File: src/rtl/tmrcc_map.svh
// Register offsets, field positions, reset values and constants for the timer control core
`ifndef TMRCC_MAP_SVH
`define TMRCC_MAP_SVH

// ----------------------------------------
// Register offsets (byte registers)
// ----------------------------------------
`define TMRCC_OFS_STATUS_CONTROL 4'h0
`define TMRCC_OFS_COUNTER_HIGH 4'h1
`define TMRCC_OFS_COUNTER_LOW 4'h2
`define TMRCC_OFS_MODULO_HIGH 4'h3
`define TMRCC_OFS_MODULO_LOW 4'h4

// ----------------------------------------
// Status and control field positions
// ----------------------------------------
`define TMRCC_BIT_OVERFLOW_FLAG 7
`define TMRCC_BIT_OVERFLOW_IRQ_ENABLE 6
`define TMRCC_BIT_CENTER_ALIGNED_SELECT 5
`define TMRCC_CLKSEL_MSB 4
`define TMRCC_CLKSEL_LSB 3
`define TMRCC_PRESCALE_MSB 2
`define TMRCC_PRESCALE_LSB 0

// ----------------------------------------
// Reset values and constants
// ----------------------------------------
`define TMRCC_RST_STATUS_CONTROL 8'h00
`define TMRCC_RST_COUNTER 16'h0000
`define TMRCC_RST_MODULO 16'h0000
`define TMRCC_COUNTER_ZERO 16'h0000
`define TMRCC_READ_ZERO 8'h00

`endif

File: src/rtl/tmrcc_pkg.sv
// Types for the timer control core
package tmrcc_pkg;
   // Clock source selection codes
   typedef enum logic [1:0] {
      TMRCC_CLK_NONE = 2'h0,
      TMRCC_CLK_BUS = 2'h1,
      TMRCC_CLK_FIXED = 2'h2,
      TMRCC_CLK_EXT = 2'h3
   } tmrcc_clksel_t;

   // Coherency latch state
   typedef enum logic [1:0] {
      TMRCC_LATCH_ARMED,
      TMRCC_LATCH_HELD_HIGH_READ,
      TMRCC_LATCH_HELD_LOW_READ
   } tmrcc_latch_t;
endpackage

File: src/rtl/tmrcc_core.sv
// Timer control core: status/control, prescaler, counter and read coherency latch
//
// The address-and-strobe port and the placing of the registers were chosen for this implementation.
`timescale 1ns/1ps
`include "tmrcc_map.svh"

// Contract
// - Overflow flag sets when counter wraps to zero after reaching modulo.
// - Flag clears only on read-while-set followed by writing zero to bit 7.
// - Overflow between qualifying read and write restarts clearing; flag stays set.
// - Writing one to the flag has no effect; reset clears it.
// - Interrupt request when flag and enable bit 6 both set; reset clears enable.
// - Bit 5 zero counts up; one counts up/down for center-aligned PWM.
// - Bits 4-3 select none, bus, fixed system or external clock.
// - Fixed clock behaves like bus clock when no PLL/FLL is enabled.
// - External clock is synchronised to the bus clock inside the block.
// - Prescale field divides selected clock by two to the field value.
// - Prescaler follows selection; new value acts on the next cycle.
// - Reading either counter byte buffers both; reading the other releases.
// - Coherent 16-bit read in either byte order.
// - Reset or any status/control write re-arms the read latch.
// - Any counter byte write clears the counter and re-arms the latch.
// - Reset clears the counter.
// - Debug halt freezes counter and latch state, even across counter reads.
// - In debug halt, status/control or counter writes still re-arm the latch.
// - After modulo, restart at zero; modulo zero means free-running.
module tmrcc_core #(
   parameter int PRESCALE_WIDTH = 7
) (
   input wire logic I_CLK_SYS,
   input wire logic I_NRST,
   input wire logic [3:0] I_ADDR,
   input wire logic [7:0] I_WDATA,
   input wire logic I_WR,
   input wire logic I_RD,
   input wire logic I_EXT_CLK,
   input wire logic I_FIXED_CLK_TICK,
   input wire logic I_FLL_PLL_ENABLED,
   input wire logic I_DEBUG_HALT,
   output logic [7:0] O_RDATA,
   output logic O_OVERFLOW_IRQ,
   output logic O_OVERFLOW_EVENT,
   output logic [15:0] O_COUNTER,
   output logic O_COUNT_DOWN,
   output logic O_CENTER_ALIGNED
);
   import tmrcc_pkg::*;

   // ----------------------------------------
   // Declarations
   // ----------------------------------------
   // Software-visible control state
   logic overflow_flag_reg;
   logic overflow_irq_enable_reg;
   logic center_aligned_select_reg;
   tmrcc_clksel_t clock_source_select_reg;
   logic [2:0] prescale_select_reg;
   logic clear_armed_reg;

   // Counter, direction and read buffer
   logic [15:0] counter_reg;
   logic count_down_reg;
   logic [15:0] modulo_value_reg;
   logic [15:0] counter_buf_reg;
   tmrcc_latch_t latch_state_reg;

   // Synchroniser and prescaler stages
   logic ext_sync1_reg;
   logic ext_sync2_reg;
   logic ext_sync3_reg;
   logic fix_sync1_reg;
   logic fix_sync2_reg;
   logic halt_sync1_reg;
   logic halt_sync2_reg;
   logic pll_sync1_reg;
   logic pll_sync2_reg;
   logic [PRESCALE_WIDTH-1:0] prescale_cnt_reg;

   // Ticks, next values and decoded strobes
   logic src_tick;
   logic presc_tick;
   logic overflow_evt;
   logic [15:0] counter_next;
   logic count_down_next;
   logic wr_sc;
   logic wr_cnt;
   logic rd_sc;
   logic rd_hi;
   logic rd_lo;
   logic wr_mod_hi;
   logic wr_mod_lo;
   logic halted;
   logic [15:0] cnt_visible;

   // Mask of low prescaler bits that must all be one for a tick
   function automatic logic [PRESCALE_WIDTH-1:0] presc_mask(input logic [2:0] sel);
      logic [PRESCALE_WIDTH:0] one_hot;
      one_hot = '0;
      one_hot[sel] = 1'b1;
      presc_mask = one_hot[PRESCALE_WIDTH-1:0] - 1'b1;
   endfunction

   // Address decode helper
   function automatic logic hit(input logic [3:0] addr, input logic [3:0] ofs);
      hit = (addr == ofs);
   endfunction

   // Counter value a byte read sees: live while armed, buffered while held
   function automatic logic [15:0] cnt_view(input tmrcc_latch_t st,
      input logic [15:0] live, input logic [15:0] held);
      logic [15:0] view;
      view = live;
      if (st != TMRCC_LATCH_ARMED) begin
         view = held;
      end
      cnt_view = view;
   endfunction

   // ----------------------------------------
   // Register access decode
   // ----------------------------------------
   assign wr_sc = I_WR && hit(I_ADDR, `TMRCC_OFS_STATUS_CONTROL);
   assign rd_sc = I_RD && hit(I_ADDR, `TMRCC_OFS_STATUS_CONTROL);
   assign rd_hi = I_RD && hit(I_ADDR, `TMRCC_OFS_COUNTER_HIGH);
   assign rd_lo = I_RD && hit(I_ADDR, `TMRCC_OFS_COUNTER_LOW);
   assign wr_cnt = I_WR && (hit(I_ADDR, `TMRCC_OFS_COUNTER_HIGH) ||
                            hit(I_ADDR, `TMRCC_OFS_COUNTER_LOW));
   assign wr_mod_hi = I_WR && hit(I_ADDR, `TMRCC_OFS_MODULO_HIGH);
   assign wr_mod_lo = I_WR && hit(I_ADDR, `TMRCC_OFS_MODULO_LOW);
   assign halted = halt_sync2_reg;

   // Counter value a byte read sees
   assign cnt_visible = cnt_view(latch_state_reg, counter_reg, counter_buf_reg);

   // ----------------------------------------
   // Input synchronisers
   // ----------------------------------------
   // Two-stage synchronisers, plus a third stage for external edge detect
   always_ff @(posedge I_CLK_SYS) begin
      if (!I_NRST) begin
         ext_sync1_reg <= 1'b0;
         ext_sync2_reg <= 1'b0;
         ext_sync3_reg <= 1'b0;
         fix_sync1_reg <= 1'b0;
         fix_sync2_reg <= 1'b0;
         halt_sync1_reg <= 1'b0;
         halt_sync2_reg <= 1'b0;
         pll_sync1_reg <= 1'b0;
         pll_sync2_reg <= 1'b0;
      end else begin
         ext_sync1_reg <= I_EXT_CLK;
         ext_sync2_reg <= ext_sync1_reg;
         ext_sync3_reg <= ext_sync2_reg;
         fix_sync1_reg <= I_FIXED_CLK_TICK;
         fix_sync2_reg <= fix_sync1_reg;
         halt_sync1_reg <= I_DEBUG_HALT;
         halt_sync2_reg <= halt_sync1_reg;
         pll_sync1_reg <= I_FLL_PLL_ENABLED;
         pll_sync2_reg <= pll_sync1_reg;
      end
   end

   // ----------------------------------------
   // Clock source selection and prescaler
   // ----------------------------------------
   // Source tick for the prescaler input
   always_comb begin
      case (clock_source_select_reg)
         TMRCC_CLK_NONE: src_tick = 1'b0;
         TMRCC_CLK_BUS: src_tick = 1'b1;
         TMRCC_CLK_FIXED: src_tick = pll_sync2_reg ? fix_sync2_reg : 1'b1;
         TMRCC_CLK_EXT: src_tick = ext_sync2_reg && !ext_sync3_reg;
         default: src_tick = 1'b0;
      endcase
   end

   // Prescaler tick uses the current select value directly
   // Divider is not cleared on a select change, so the first tick may come early
   assign presc_tick = src_tick && !halted &&
      ((prescale_cnt_reg & presc_mask(prescale_select_reg)) ==
       presc_mask(prescale_select_reg));

   // Free prescaler counter after the source selection
   always_ff @(posedge I_CLK_SYS) begin
      if (!I_NRST) begin
         prescale_cnt_reg <= '0;
      end else if (wr_cnt) begin
         prescale_cnt_reg <= '0;
      end else if (src_tick && !halted) begin
         prescale_cnt_reg <= prescale_cnt_reg + 1'b1;
      end
   end

   // ----------------------------------------
   // Counter next value
   // ----------------------------------------
   // Next count, direction and overflow for one prescaler tick
   always_comb begin
      counter_next = counter_reg;
      count_down_next = count_down_reg;
      overflow_evt = 1'b0;
      // Direction never lingers once up-only mode is chosen
      if (!center_aligned_select_reg) begin
         count_down_next = 1'b0;
      end
      if (presc_tick) begin
         if (!center_aligned_select_reg) begin
            count_down_next = 1'b0;
            if (modulo_value_reg != `TMRCC_COUNTER_ZERO && counter_reg == modulo_value_reg) begin
               counter_next = `TMRCC_COUNTER_ZERO;
               overflow_evt = 1'b1;
            end else begin
               counter_next = counter_reg + 16'h0001;
               overflow_evt = (counter_reg == 16'hFFFF);
            end
         end else if (count_down_reg) begin
            if (counter_reg == 16'h0001 || counter_reg == `TMRCC_COUNTER_ZERO) begin
               counter_next = `TMRCC_COUNTER_ZERO;
               count_down_next = 1'b0;
               overflow_evt = (counter_reg == 16'h0001);
            end else begin
               counter_next = counter_reg - 16'h0001;
            end
         end else if (counter_reg >= modulo_value_reg - 16'h0001 &&
                      modulo_value_reg != `TMRCC_COUNTER_ZERO) begin
            counter_next = counter_reg + 16'h0001;
            count_down_next = 1'b1;
         end else begin
            counter_next = counter_reg + 16'h0001;
            count_down_next = (counter_reg == 16'hFFFE);
         end
      end
   end

   // ----------------------------------------
   // Counter, direction and modulo state
   // ----------------------------------------
   // Counter writes win over counting
   always_ff @(posedge I_CLK_SYS) begin
      if (!I_NRST) begin
         counter_reg <= `TMRCC_RST_COUNTER;
         count_down_reg <= 1'b0;
      end else if (wr_cnt) begin
         counter_reg <= `TMRCC_COUNTER_ZERO;
         count_down_reg <= 1'b0;
      end else begin
         counter_reg <= counter_next;
         count_down_reg <= count_down_next;
      end
   end

   // Modulo value, written per byte
   always_ff @(posedge I_CLK_SYS) begin
      if (!I_NRST) begin
         modulo_value_reg <= `TMRCC_RST_MODULO;
      end else if (wr_mod_hi) begin
         modulo_value_reg[15:8] <= I_WDATA;
      end else if (wr_mod_lo) begin
         modulo_value_reg[7:0] <= I_WDATA;
      end
   end

   // ----------------------------------------
   // Status and control register
   // ----------------------------------------
   always_ff @(posedge I_CLK_SYS) begin
      if (!I_NRST) begin
         overflow_irq_enable_reg <= 1'b0;
         center_aligned_select_reg <= 1'b0;
         clock_source_select_reg <= TMRCC_CLK_NONE;
         prescale_select_reg <= 3'h0;
      end else if (wr_sc) begin
         overflow_irq_enable_reg <= I_WDATA[`TMRCC_BIT_OVERFLOW_IRQ_ENABLE];
         center_aligned_select_reg <= I_WDATA[`TMRCC_BIT_CENTER_ALIGNED_SELECT];
         clock_source_select_reg <=
            tmrcc_clksel_t'(I_WDATA[`TMRCC_CLKSEL_MSB:`TMRCC_CLKSEL_LSB]);
         prescale_select_reg <= I_WDATA[`TMRCC_PRESCALE_MSB:`TMRCC_PRESCALE_LSB];
      end
   end

   // Overflow flag with read-then-write-zero clearing; set wins
   always_ff @(posedge I_CLK_SYS) begin
      if (!I_NRST) begin
         overflow_flag_reg <= 1'b0;
         clear_armed_reg <= 1'b0;
      end else if (overflow_evt) begin
         overflow_flag_reg <= 1'b1;
         clear_armed_reg <= 1'b0;
      end else if (wr_sc) begin
         if (clear_armed_reg && !I_WDATA[`TMRCC_BIT_OVERFLOW_FLAG]) begin
            overflow_flag_reg <= 1'b0;
         end
         clear_armed_reg <= 1'b0;
      end else if (rd_sc && overflow_flag_reg) begin
         clear_armed_reg <= 1'b1;
      end
   end

   // ----------------------------------------
   // Counter read coherency latch
   // ----------------------------------------
   // Writes re-arm even in halt; reads are ignored while halted
   always_ff @(posedge I_CLK_SYS) begin
      if (!I_NRST) begin
         latch_state_reg <= TMRCC_LATCH_ARMED;
         counter_buf_reg <= `TMRCC_RST_COUNTER;
      end else if (wr_sc || wr_cnt) begin
         latch_state_reg <= TMRCC_LATCH_ARMED;
      end else if (!halted) begin
         case (latch_state_reg)
            TMRCC_LATCH_ARMED: begin
               if (rd_hi) begin
                  latch_state_reg <= TMRCC_LATCH_HELD_HIGH_READ;
                  counter_buf_reg <= counter_reg;
               end else if (rd_lo) begin
                  latch_state_reg <= TMRCC_LATCH_HELD_LOW_READ;
                  counter_buf_reg <= counter_reg;
               end
            end
            TMRCC_LATCH_HELD_HIGH_READ: begin
               if (rd_lo) begin
                  latch_state_reg <= TMRCC_LATCH_ARMED;
               end
            end
            TMRCC_LATCH_HELD_LOW_READ: begin
               if (rd_hi) begin
                  latch_state_reg <= TMRCC_LATCH_ARMED;
               end
            end
            default: latch_state_reg <= TMRCC_LATCH_ARMED;
         endcase
      end
   end

   // ----------------------------------------
   // Read data, one cycle after the strobe
   // ----------------------------------------
   // Registered read mux, zero when no read is pending
   always_ff @(posedge I_CLK_SYS) begin
      if (!I_NRST) begin
         O_RDATA <= `TMRCC_READ_ZERO;
      end else if (!I_RD) begin
         O_RDATA <= `TMRCC_READ_ZERO;
      end else begin
         case (I_ADDR)
            `TMRCC_OFS_STATUS_CONTROL: O_RDATA <= {overflow_flag_reg,
               overflow_irq_enable_reg, center_aligned_select_reg,
               clock_source_select_reg, prescale_select_reg};
            `TMRCC_OFS_COUNTER_HIGH: O_RDATA <= cnt_visible[15:8];
            `TMRCC_OFS_COUNTER_LOW: O_RDATA <= cnt_visible[7:0];
            `TMRCC_OFS_MODULO_HIGH: O_RDATA <= modulo_value_reg[15:8];
            `TMRCC_OFS_MODULO_LOW: O_RDATA <= modulo_value_reg[7:0];
            default: O_RDATA <= `TMRCC_READ_ZERO;
         endcase
      end
   end

   // ----------------------------------------
   // Outputs to channel logic
   // ----------------------------------------
   // Registered outputs mirror the next counter state
   always_ff @(posedge I_CLK_SYS) begin
      if (!I_NRST) begin
         O_OVERFLOW_IRQ <= 1'b0;
         O_OVERFLOW_EVENT <= 1'b0;
         O_COUNTER <= `TMRCC_RST_COUNTER;
         O_COUNT_DOWN <= 1'b0;
         O_CENTER_ALIGNED <= 1'b0;
      end else begin
         O_OVERFLOW_IRQ <= (overflow_flag_reg || overflow_evt) &&
            overflow_irq_enable_reg;
         O_OVERFLOW_EVENT <= overflow_evt;
         O_COUNTER <= wr_cnt ? `TMRCC_COUNTER_ZERO : counter_next;
         O_COUNT_DOWN <= wr_cnt ? 1'b0 : count_down_next;
         O_CENTER_ALIGNED <= center_aligned_select_reg;
      end
   end
endmodule

File: config.mk
export PLATFORM = sky130hd
export DESIGN_NAME = tmrcc_core
export DESIGN_NICKNAME = d
export VERILOG_FILES = /design/src/rtl/tmrcc_pkg.sv /design/src/rtl/tmrcc_core.sv
export VERILOG_INCLUDE_DIRS = /design/src /design/src/rtl
export SDC_FILE = /design/constraint.sdc
export NUM_CORES = 1
export LEC_CHECK = 0
export BUFFER_PORTS_ARGS = -buffer_cell sky130_fd_sc_hd__buf_4
export CAP_MARGIN = 20
export CORE_MARGIN = 2
export CORE_UTILIZATION = 55
export CTS_CLUSTER_SIZE = 16
export DETAILED_ROUTE_END_ITERATION = 7
export PLACE_DENSITY = 0.82
export SYNTH_ARGS = -nofsm -noshare
export SYNTH_HDL_FRONTEND = slang
export SYNTH_SLANG_ARGS = --single-unit
File: constraint.sdc
create_clock -name I_CLK_SYS -period 2.8 [get_ports I_CLK_SYS]
set_input_delay 0.56 -clock I_CLK_SYS [delete_from_list [all_inputs] [get_ports I_CLK_SYS]]
set_output_delay 0.56 -clock I_CLK_SYS [all_outputs]
set_load 0.05 [all_outputs]
Word-level counts from Yosys, hierarchy flattened
Index checks and enable logic that the tools add are counted.

storage, ports and cells
  register bits = 87
  input port bits = 20
  output and inout port bits = 28
  logic and storage cells = 127

operators by class
  $add $sub $neg = 5
  magnitude comparators = 3
  equal/unequal tests = 17
  mux-type cells = 31
  bitwise gates (word level) = 5
  reductions and logical operators = 40

operators with widths
  cell                                                count
  two-way mux 16 bit                                  7
  case mux 8 bit (5 select lines)                     1
  == test 16 bit, second input constant               2
  subtractor 16 x 1 -> 16 bit, second input constant  2
  adder 16 x 1 -> 16 bit, second input constant       1
  == test 16 x 1 -> 1 bit, second input constant      1
  == test 16 bit                                      1
  greater-or-equal comparator 16 bit                  1
  logical AND 1 bit                                   16
  logical NOT 16 bit                                  1
  two-way mux 1 bit                                   16
  nonzero test 16 bit                                 1
  == test 4 x 2 -> 1 bit, second input constant       2
  two-way mux 2 bit                                   4
  AND reduction 4 bit                                 2
  nonzero test 2 bit                                  4
  adder 7 x 1 -> 7 bit, second input constant         1
  bitwise AND 7 bit                                   1
  == test 7 bit                                       1
  subtractor 7 x 1 -> 7 bit, second input constant    1
  == test 2 bit, second input constant                3
  case mux 2 bit (3 select lines)                     1
  AND reduction 2 bit                                 3
  == test 2 x 1 -> 1 bit, second input constant       2
  other kinds (15)                                    26

Logic depth before layout (Yosys ltp)
Gate-level depths: netlist of the first run.

  depth after elaboration = 11
  mapped depth = 12

Worst setup path before layout of the first run
Ideal clock, no wire load.

  path kind = register to register
  from = register modulo_value_reg[5]
  to = register O_COUNT_DOWN
  arrival time = 2.449 ns
  data required time = 2.654 ns
  setup slack = 0.206 ns
  cell stages (with the launch flop) = 13
  period minus slack after synthesis = 2.594 ns
  path through = dfxtp_1 buf_2 nor4_2 nand2_1 nor4_1 xnor2_1 ha_1 a21oi_1 o21ai_0 a2111oi_0 nand2_1 o21ai_0 o41ai_1

between the ends
  longest elaborated chain between the ends = 7
  elaborated cells between the ends (all ways) = 8
  classes of those cells = add/sub: 1; order compare: 1; mux: 4; reduce/logical: 2

ends and longest elaborated chain
  item                                RTL line           RTL
  start, declared                     tmrcc_core.sv:63   logic [15:0] modulo_value_reg;
  start signal, assigned              tmrcc_core.sv:255  modulo_value_reg <= `TMRCC_RST_MODULO;
  subtractor 16 x 1 -> 16 bit         tmrcc_core.sv:224  end else if (counter_reg >= modulo_value_reg - 16'h0001 &&
  greater-or-equal comparator 16 bit  tmrcc_core.sv:224
  logical AND 1 bit (no line) (*)     n/a
  two-way mux 1 bit (*)               tmrcc_core.sv:224
  two-way mux 1 bit (*)               tmrcc_core.sv:216  end else if (count_down_reg) begin
  two-way mux 1 bit (*)               tmrcc_core.sv:207  if (!center_aligned_select_reg) begin
  two-way mux 1 bit (*)               tmrcc_core.sv:206  if (presc_tick) begin
  end signal, assigned                tmrcc_core.sv:374  O_COUNT_DOWN <= wr_cnt ? 1'b0 : count_down_next;
  end, declared                       tmrcc_core.sv:44   output logic O_COUNT_DOWN,

Mark *: on every way between the ends. The rest lies on a longest branch, timed or not.
A chain may end at the register's enable or synchronous reset.

Final worst setup path of the first run
  from = register prescale_select_reg[1]
  to = register O_OVERFLOW_IRQ

between the ends
  longest elaborated chain between the ends = 11
  elaborated cells between the ends (all ways) = 12
  classes of those cells = add/sub: 1; order compare: 2; eq/ne: 1; mux: 3; bitwise: 1; reduce/logical: 4

ends and longest elaborated chain
  item                                                                                                                    RTL line           RTL
  start, declared                                                                                                         tmrcc_core.sv:57   logic [2:0] prescale_select_reg;
  start signal, assigned                                                                                                  tmrcc_core.sv:277  prescale_select_reg <= I_WDATA[`TMRCC_PRESCALE_MSB:`TMRCC_PRESCALE_LSB];
  < comparator 3 x 4 -> 1 bit (not written as such) / greater-or-equal comparator 3 x 1 -> 1 bit (equally long branches)  tmrcc_core.sv:99   one_hot[sel] = 1'b1;
  logical AND 1 bit (not written as such)                                                                                 tmrcc_core.sv:99
  two-way mux 1 bit (not written as such)                                                                                 tmrcc_core.sv:99
  demux 1 bit (select 3 bit) (*)                                                                                          tmrcc_core.sv:99
  subtractor 7 x 1 -> 7 bit (*)                                                                                           tmrcc_core.sv:100  presc_mask = one_hot[PRESCALE_WIDTH-1:0] - 1'b1;
  bitwise AND 7 bit                                                                                                       tmrcc_core.sv:180  ((prescale_cnt_reg & presc_mask(prescale_select_reg)) ==
  == test 7 bit (*)                                                                                                       tmrcc_core.sv:180
  logical AND 1 bit (*)                                                                                                   tmrcc_core.sv:179  assign presc_tick = src_tick && !halted &&
  two-way mux 1 bit (*)                                                                                                   tmrcc_core.sv:206
  logical OR 1 bit (*)                                                                                                    tmrcc_core.sv:370  O_OVERFLOW_IRQ <= (overflow_flag_reg || overflow_evt) &&
  logical AND 1 bit (*)                                                                                                   tmrcc_core.sv:370
  end signal, assigned                                                                                                    tmrcc_core.sv:370
  end, declared                                                                                                           tmrcc_core.sv:41   output logic O_OVERFLOW_IRQ,

Marked as above.

==> impl_metrics.csv, run 1 <==
group,metric,value,unit
setup_path,timing.critical_path.depth,9,
global_routing,grt_use_met1,37.95,%
setup_path,required,3.12,ns
logic_synthesis,adder_cell_fraction_of_synth_area,5.358,%
final_layout,multiInputGateArea,3583,sq um
routing,route.vias.total,5202,
setup_path,cpLargestDelayFamily,"simple AND/OR/NAND/NOR gates",
clock_network,insertion_delay,0.37,ns
global_routing,first_pass_grt_wire_length,25.76,mm
global_routing,grt_met2_usage,48.14,%
logic_synthesis,postSynth.asyncResetShare,0,%
routing,drt_first_pass_iters,7,
min_path,timing.hold.worst.class,"input pin to flip-flop",
setup_path,worst_ep_arrival_time,2.92,ns
clock_network,cts_hold_buffers,0,
setup_path,timing.critical_path.from_type,"flip-flop",
routing,remaining_drc_errors,0,
logic_synthesis,yosys_warnings,0,
floorplanning,coreArea,9819,sq um
final_layout,area_delta_synth_final,14.89,%
setup_path,kind_of_capture_point_of_the_worst_setup_path,"flip-flop",
placement,detailedPlacementHpwl,11.58,mm
timing,worst_skew,0.01341,ns
logic_synthesis,synth_enable_flop_cells,0,
global_routing,largest_net_degree_at_the_start_of_global_routing,56,
timing,setup-tns-final,0,ns
clock_network,clock_path_buffers,2,
routing,detail_route.wl_per_cell,18.80,microns
logic_synthesis,ys_types,70,
global_routing,grt_util_all_layers,29.27,%
timing,slew_headroom,51.39,%
setup_path,timing.reg2reg.setup_slack,0.19,ns
setup_path,reg2reg_depth,9,
floorplanning,chipHeight,104.9,microns
global_routing,total_congestion_overflow_after_global_routing,0,
setup_path,critPathMaxFanout,15,
clock_network,cts_inserted_buffers,9,
status,outcome,"completed",
final_layout,design.final.nets,763,
timing,finalWorstPathRequiredPeriod,2.606,ns
setup_path,setup.worst_path.class,"flip-flop to flip-flop",
clock_network,cts_root_buf,"sky130_fd_sc_hd__clkbuf_8",
clock_network,clk_pin_slew_worst_paths,0.10,ns
floorplanning,chipWidth,104.9,microns
placement,postPlaceCellArea,6196,sq um
logic_synthesis,netlist_area,5604,sq um
timing,worst_pin_slew,0.7281,ns
timing,setup-violations-final,0,
clock_network,htree_num_levels,3,
floorplanning,dieArea,11010,sq um
power,power.density,397.0,nW/um^2
timing,final_hold_viol_count,0,
final_layout,postLayoutCellArea,6439,sq um
setup_path,cp.buffers_inverters,0,
logic_synthesis,synth_mux_area_share,8.506,%
global_routing,via_count_of_the_first_global_routing_pass,5012,
floorplanning,initial_core_util,57.07,%
logic_synthesis,synth_compound_area_share,16.01,%
logic_synthesis,synth_sequential_area_ratio,31.08,%
timing,timing.final.crit_share,93.07,%
logic_synthesis,total_nets_after_synthesis,718,
logic_synthesis,dominantRegCellSynth,"sky130_fd_sc_hd__dfxtp_1",
logic_synthesis,synth-xor-area-share,6.720,%
job,cap_viol_max_count,0,
routing,routed_wl,16.12,mm
logic_synthesis,synthesized_area_fraction_occupied_by_and_or_nand_nor_cells,26.86,%
min_path,worstHoldPathCells,2,
global_routing,globalRoute.busiestLayer,"met2",
final_layout,fill_cells,879,
logic_synthesis,dominant_combinational_cell_family_by_area_after_synthesis,"simple AND/OR/NAND/NOR gates",
logic_synthesis,syn_area_per_cell,8.315,sq um
setup_path,cpPeakStageDelay,0.53,ns
timing,max_freq,383.7,MHz
global_routing,globalRouteMet3Util,5.240,%
global_routing,antenna_found_initial,0,
placement,portBuffers,47,
clock_network,cts_tree,"yes",
clock_network,cts_setup_buffers,0,
routing,dr_iter_0_viols,382,
routing,antenna_left,0,
floorplanning,io_pins,48,
floorplanning,placementRows,36,
final_layout,register_area,1743,sq um
clock_network,clock-sinks,87,
power,total_leakage_power,0.002575,uW
final_layout,layout-drive-gt1-share,20.58,%
power,ir_drop,350.6,uV
logic_synthesis,postSynthRegisterBits,87,
placement,place_congestion,1.012,
timing,finalMaxSlewViolations,0,
routing,route.detailed.vias_per_inst,6.070,
setup_path,cp_cell_sequence,"nor2_1 > nand2_1 > ha_1 > nor4bb_1 > o21ai_0 > o2111ai_1 > nand4_4 > a31oi_4 > o211a_1",
setup_path,critPathSlowestCell,"sky130_fd_sc_hd__dfxtp_1",
final_layout,antenna-diode-count,0,
logic_synthesis,synth_instances,674,
==> power breakdown <==
group	internal [uW]	total (uW)	switching (uW)	leakage (uW)
clock network	451	969	518	0.000103
registers	1250	1260	13.6	0.000703
logic	132	324	192	0.00177
total	1830	2560	723	0.00258
==> area by class of cell <==
cell class	count	area share (%)
well taps	133	2.585
multi-input cells	516	55.65
repair buffers	90	10.49
inverters	15	0.8745
flip-flops and latches	87	27.07
clock inverters	6	1.185
clock buffers	10	2.138
==> layout by cell type, fill, tap and decap left out, drive strengths merged, types with 6 or more instances in the layout <==
cell | synthesis | routed
nor2b | 27 | 27
a32oi | 6 | 6
buf | 17 | 90
nor4 | 9 | 9
xor2 | 16 | 16
nand3 | 23 | 23
mux2i | 24 | 24
nand2 | 76 | 76
clkbuf | 39 | 10
nand2b | 8 | 8
nand4 | 19 | 19
a21oi | 32 | 32
nor2 | 39 | 39
o21ai | 24 | 24
xnor2 | 27 | 27
ha | 24 | 24
dfxtp | 87 | 87
a21boi | 16 | 16
mux2 | 21 | 21
and2 | 18 | 18
a222oi | 7 | 7
inv | 15 | 17
nor3 | 23 | 23
==> layer usage <==
layer,vias up,wire [microns]
li1,2493,-
met5,-,0
met4,0,371
met3,37,1175
met2,224,7584
met1,2448,6983
==> timing repair <==
action,4_1_cts,5_1_grt
endpoints found under the hold margin,0,0
gates resized for setup,0,7
setup endpoints to repair,0,17
==> synth_stat cells, types with 6 or more instances <==
library cell | number | share of area, %
sky130_fd_sc_hd__nand2_1 | 76 | 5.1
sky130_fd_sc_hd__buf_2 | 14 | 1.3
sky130_fd_sc_hd__a21boi_0 | 16 | 2.1
sky130_fd_sc_hd__nand4_1 | 18 | 2.0
sky130_fd_sc_hd__inv_1 | 15 | 1.0
sky130_fd_sc_hd__xnor2_1 | 27 | 4.2
sky130_fd_sc_hd__mux2i_1 | 24 | 4.3
sky130_fd_sc_hd__nor2b_1 | 27 | 3.0
sky130_fd_sc_hd__o21ai_0 | 22 | 2.0
sky130_fd_sc_hd__dfxtp_1 | 87 | 31
sky130_fd_sc_hd__mux2_2 | 21 | 4.2
sky130_fd_sc_hd__xor2_1 | 16 | 2.5
sky130_fd_sc_hd__nand2b_1 | 8 | 0.89
sky130_fd_sc_hd__clkbuf_1 | 39 | 2.6
sky130_fd_sc_hd__nor4_1 | 8 | 0.89
sky130_fd_sc_hd__nor3_1 | 19 | 1.7
sky130_fd_sc_hd__a32oi_1 | 6 | 0.94
sky130_fd_sc_hd__and2_1 | 16 | 1.8
sky130_fd_sc_hd__nand3_1 | 22 | 2.0
sky130_fd_sc_hd__ha_1 | 24 | 5.4
sky130_fd_sc_hd__nor2_1 | 37 | 2.5
sky130_fd_sc_hd__a222oi_1 | 7 | 1.3
sky130_fd_sc_hd__a21oi_1 | 32 | 2.9
==> metrics by stage <==
step                      std cells  setup WS [ns]  util [%]  power, uW  hold WS (ns)
final                           857         0.1940     65.57       2556        0.3926
after global routing            857       -0.03911     65.57       2642        0.3799
after CTS                       857        0.09225     65.28       2560        0.3821
after detailed placement        841         0.1033     63.10       1606        0.4243
after global placement          841         0.1752     63.10       1601        0.4154
after floorplan                 674         0.2058         -       1509        0.4119
==> kinds of logic (layout without fill, tap and decap cells) <==
logic type,after synthesis,after routing
simple gates,273,273
compound gates,131,131
fa+ha+maj,24,24
flops,87,87
mux,45,45
buf+inv,71,121
xor+xnor,43,43
==> worst paths after layout <==
kind | from | endpoint
worst max-delay path | prescale_select_reg[1] | O_OVERFLOW_IRQ
worst max register to register | prescale_select_reg[1] | O_OVERFLOW_IRQ
worst min-delay path | I_FLL_PLL_ENABLED | pll_sync1_reg
worst min register to register | ext_sync1_reg | ext_sync2_reg
Note: power is estimated with default switching activity, not from simulation.
==> run 2, diff against run 1 <==
==> constraint.sdc (replaced) <==
create_clock -name I_CLK_SYS -period 2.8 [get_ports I_CLK_SYS]
set_input_delay 0.14 -clock I_CLK_SYS [delete_from_list [all_inputs] [get_ports I_CLK_SYS]]
set_output_delay 0.14 -clock I_CLK_SYS [all_outputs]
set_load 0.05 [all_outputs]
==> impl_metrics.csv, run 2 (synthesis gave the netlist of run 1 again) <==
group,metric,value,unit
status,outcome,"completed",
clock_network,clock-sinks,87,
routing,route.detailed.vias_per_inst,6.057,
timing,worst_skew,0.01222,ns
timing,worst_pin_slew,0.6762,ns
final_layout,fill_cells,883,
global_routing,antenna_found_initial,0,
floorplanning,initial_core_util,57.07,%
final_layout,layout.cells.most_common_list,"sky130_fd_sc_hd__dfxtp_1, sky130_fd_sc_hd__buf_4, sky130_fd_sc_hd__nand2_1",
final_layout,design.final.nets,763,
placement,postPlaceCellArea,6166,sq um
placement,portBuffers,47,
setup_path,setup.worst_path.class,"flip-flop to flip-flop",
timing,final_hold_viol_count,0,
placement,place_congestion,1.016,
final_layout,postLayoutCellArea,6425,sq um
global_routing,first_pass_grt_wire_length,25.90,mm
routing,remaining_drc_errors,0,
setup_path,crit_path_frequent_cell,"sky130_fd_sc_hd__ha_1",
floorplanning,chipHeight,104.9,microns
timing,timing.final.crit_share,90.67,%
min_path,timing.hold.worst.class,"input pin to flip-flop",
routing,detail_route.wl_per_cell,18.77,microns
global_routing,grt_util_all_layers,29.55,%
setup_path,cpLargestDelayFamily,"compound AO/OA/AOI/OAI gates",
timing,slew_headroom,54.68,%
routing,drt_first_pass_iters,5,
timing,setup-violations-final,0,
final_layout,final_standard_cell_utilization_of_the_core,65.43,%
clock_network,clk_pin_slew_worst_paths,0.10,ns
setup_path,timing.critical_path.from_type,"flip-flop",
setup_path,kind_of_capture_point_of_the_worst_setup_path,"flip-flop",
timing,max_freq,393.9,MHz
final_layout,area_delta_synth_final,14.65,%
power,ir_drop,314.1,uV
job,cap_viol_max_count,0,
clock_network,htree_num_levels,3,
clock_network,clock_path_buffers,2,
global_routing,via_count_of_the_first_global_routing_pass,5030,
final_layout,layout_commonest_cell,"sky130_fd_sc_hd__dfxtp_1",
timing,setup_slack,0.2613,ns
setup_path,critPathMaxFanout,6,
final_layout,antenna-diode-count,0,
floorplanning,dieArea,11010,sq um
floorplanning,coreArea,9819,sq um
power,total_leakage_power,0.002566,uW
placement,pre_cts_slack,0.1596,ns
setup_path,cp_cell_sequence,"inv_1 > ha_1 > nand2_1 > nor2_1 > xnor2_1 > ha_1 > a21o_1 > a21oi_1 > nor2b_1 > a221oi_1 > o21ai_0 > o41ai_1",
setup_path,worst_ep_arrival_time,2.82,ns
setup_path,cp.buffers_inverters,1,
clock_network,insertion_delay,0.38,ns
timing,finalWorstPathRequiredPeriod,2.539,ns
floorplanning,placementRows,36,
floorplanning,io_pins,48,
routing,routed_wl,16.09,mm
clock_network,cts_root_buf,"sky130_fd_sc_hd__clkbuf_8",
clock_network,cts_tree,"yes",
global_routing,total_congestion_overflow_after_global_routing,0,
power,power.density,387.6,nW/um^2
final_layout,layout-drive-gt1-share,19.75,%
global_routing,largest_net_degree_at_the_start_of_global_routing,58,
placement,detailedPlacementHpwl,11.93,mm
routing,antenna_left,0,
setup_path,critPathSlowestCell,"sky130_fd_sc_hd__dfxtp_1",
routing,route.vias.total,5191,
floorplanning,chipWidth,104.9,microns
timing,finalMaxSlewViolations,0,
setup_path,cpPeakStageDelay,0.44,ns
clock_network,cts_inserted_buffers,9,
setup_path,required,3.08,ns
routing,dr_iter_0_viols,378,
-- run 2: cell types whose count changed in the layout (fill, tap and decap cells not counted), moves of 2 or more --
cell,change
sky130_fd_sc_hd__buf_4,-4
sky130_fd_sc_hd__inv_8,-2
sky130_fd_sc_hd__dlygate4sd3_1,+4
sky130_fd_sc_hd__inv_6,+2
-- run 2: layout make-up --
class                      instances  area [sq um]  area share (%)
clock inverter                     6         67.56           1.052
timing repair buffer              90         685.7           10.67
clock buffer                      10         127.6           1.986
tap                              133         166.4           2.590
multi-input combinational        516          3580           55.72
inverter                          15         56.30          0.8763
sequential                        87          1742           27.11
-- run 2: final timing paths --
kind	startpoint	to	slack [ns]	cells past startpoint
worst max-delay path	modulo_value_reg[1]	O_COUNT_DOWN	0.26	12
worst min-delay path	I_WDATA[0]	modulo_value_reg[0]	0.05	3
worst min register to register	halt_sync1_reg	halt_sync2_reg	0.44	1
worst max register to register	modulo_value_reg[1]	O_COUNT_DOWN	0.26	12
-- run 2: layer usage --
metal  wire, microns  global-route usage [%]
met5               0                       0
met2            7512                   47.45
met1            6935                   38.20
met3            1041                   4.866
met4             599                   15.05
-- run 2: report_power, final --
part | switching (uW) | internal [uW]
clock network | 484 | 417
logic | 191 | 135
registers | 13.8 | 1250
-- run 2: worst min-delay path, cell delays in order --
cell and delay [ns]:
sky130_fd_sc_hd__buf_4 0.13, sky130_fd_sc_hd__nand2_1 0.05, sky130_fd_sc_hd__a21boi_0 0.06
-- run 2: stage by stage --
step | setup TNS [ns] | instances | hold slack [ns] | power [uW]
after floorplan | 0 | 674 | 0.2673 | 1509
after global placement | 0 | 837 | 0.3489 | 1600
after detailed placement | 0 | 837 | 0.3562 | 1606
after CTS | 0 | 857 | 0.03813 | 2493
after global routing | -0.001724 | 857 | 0.05281 | 2578
final | 0 | 857 | 0.04804 | 2490
-- run 2: repair_timing --
| item | in CTS | in global routing |
|---|---|---|
| hold endpoints to repair | 4 | 0 |
| buffers inserted | 0 | 0 |
| gates resized for setup | 0 | 6 |
| hold buffers | 4 | 0 |
| setup endpoints to repair | 0 | 6 |
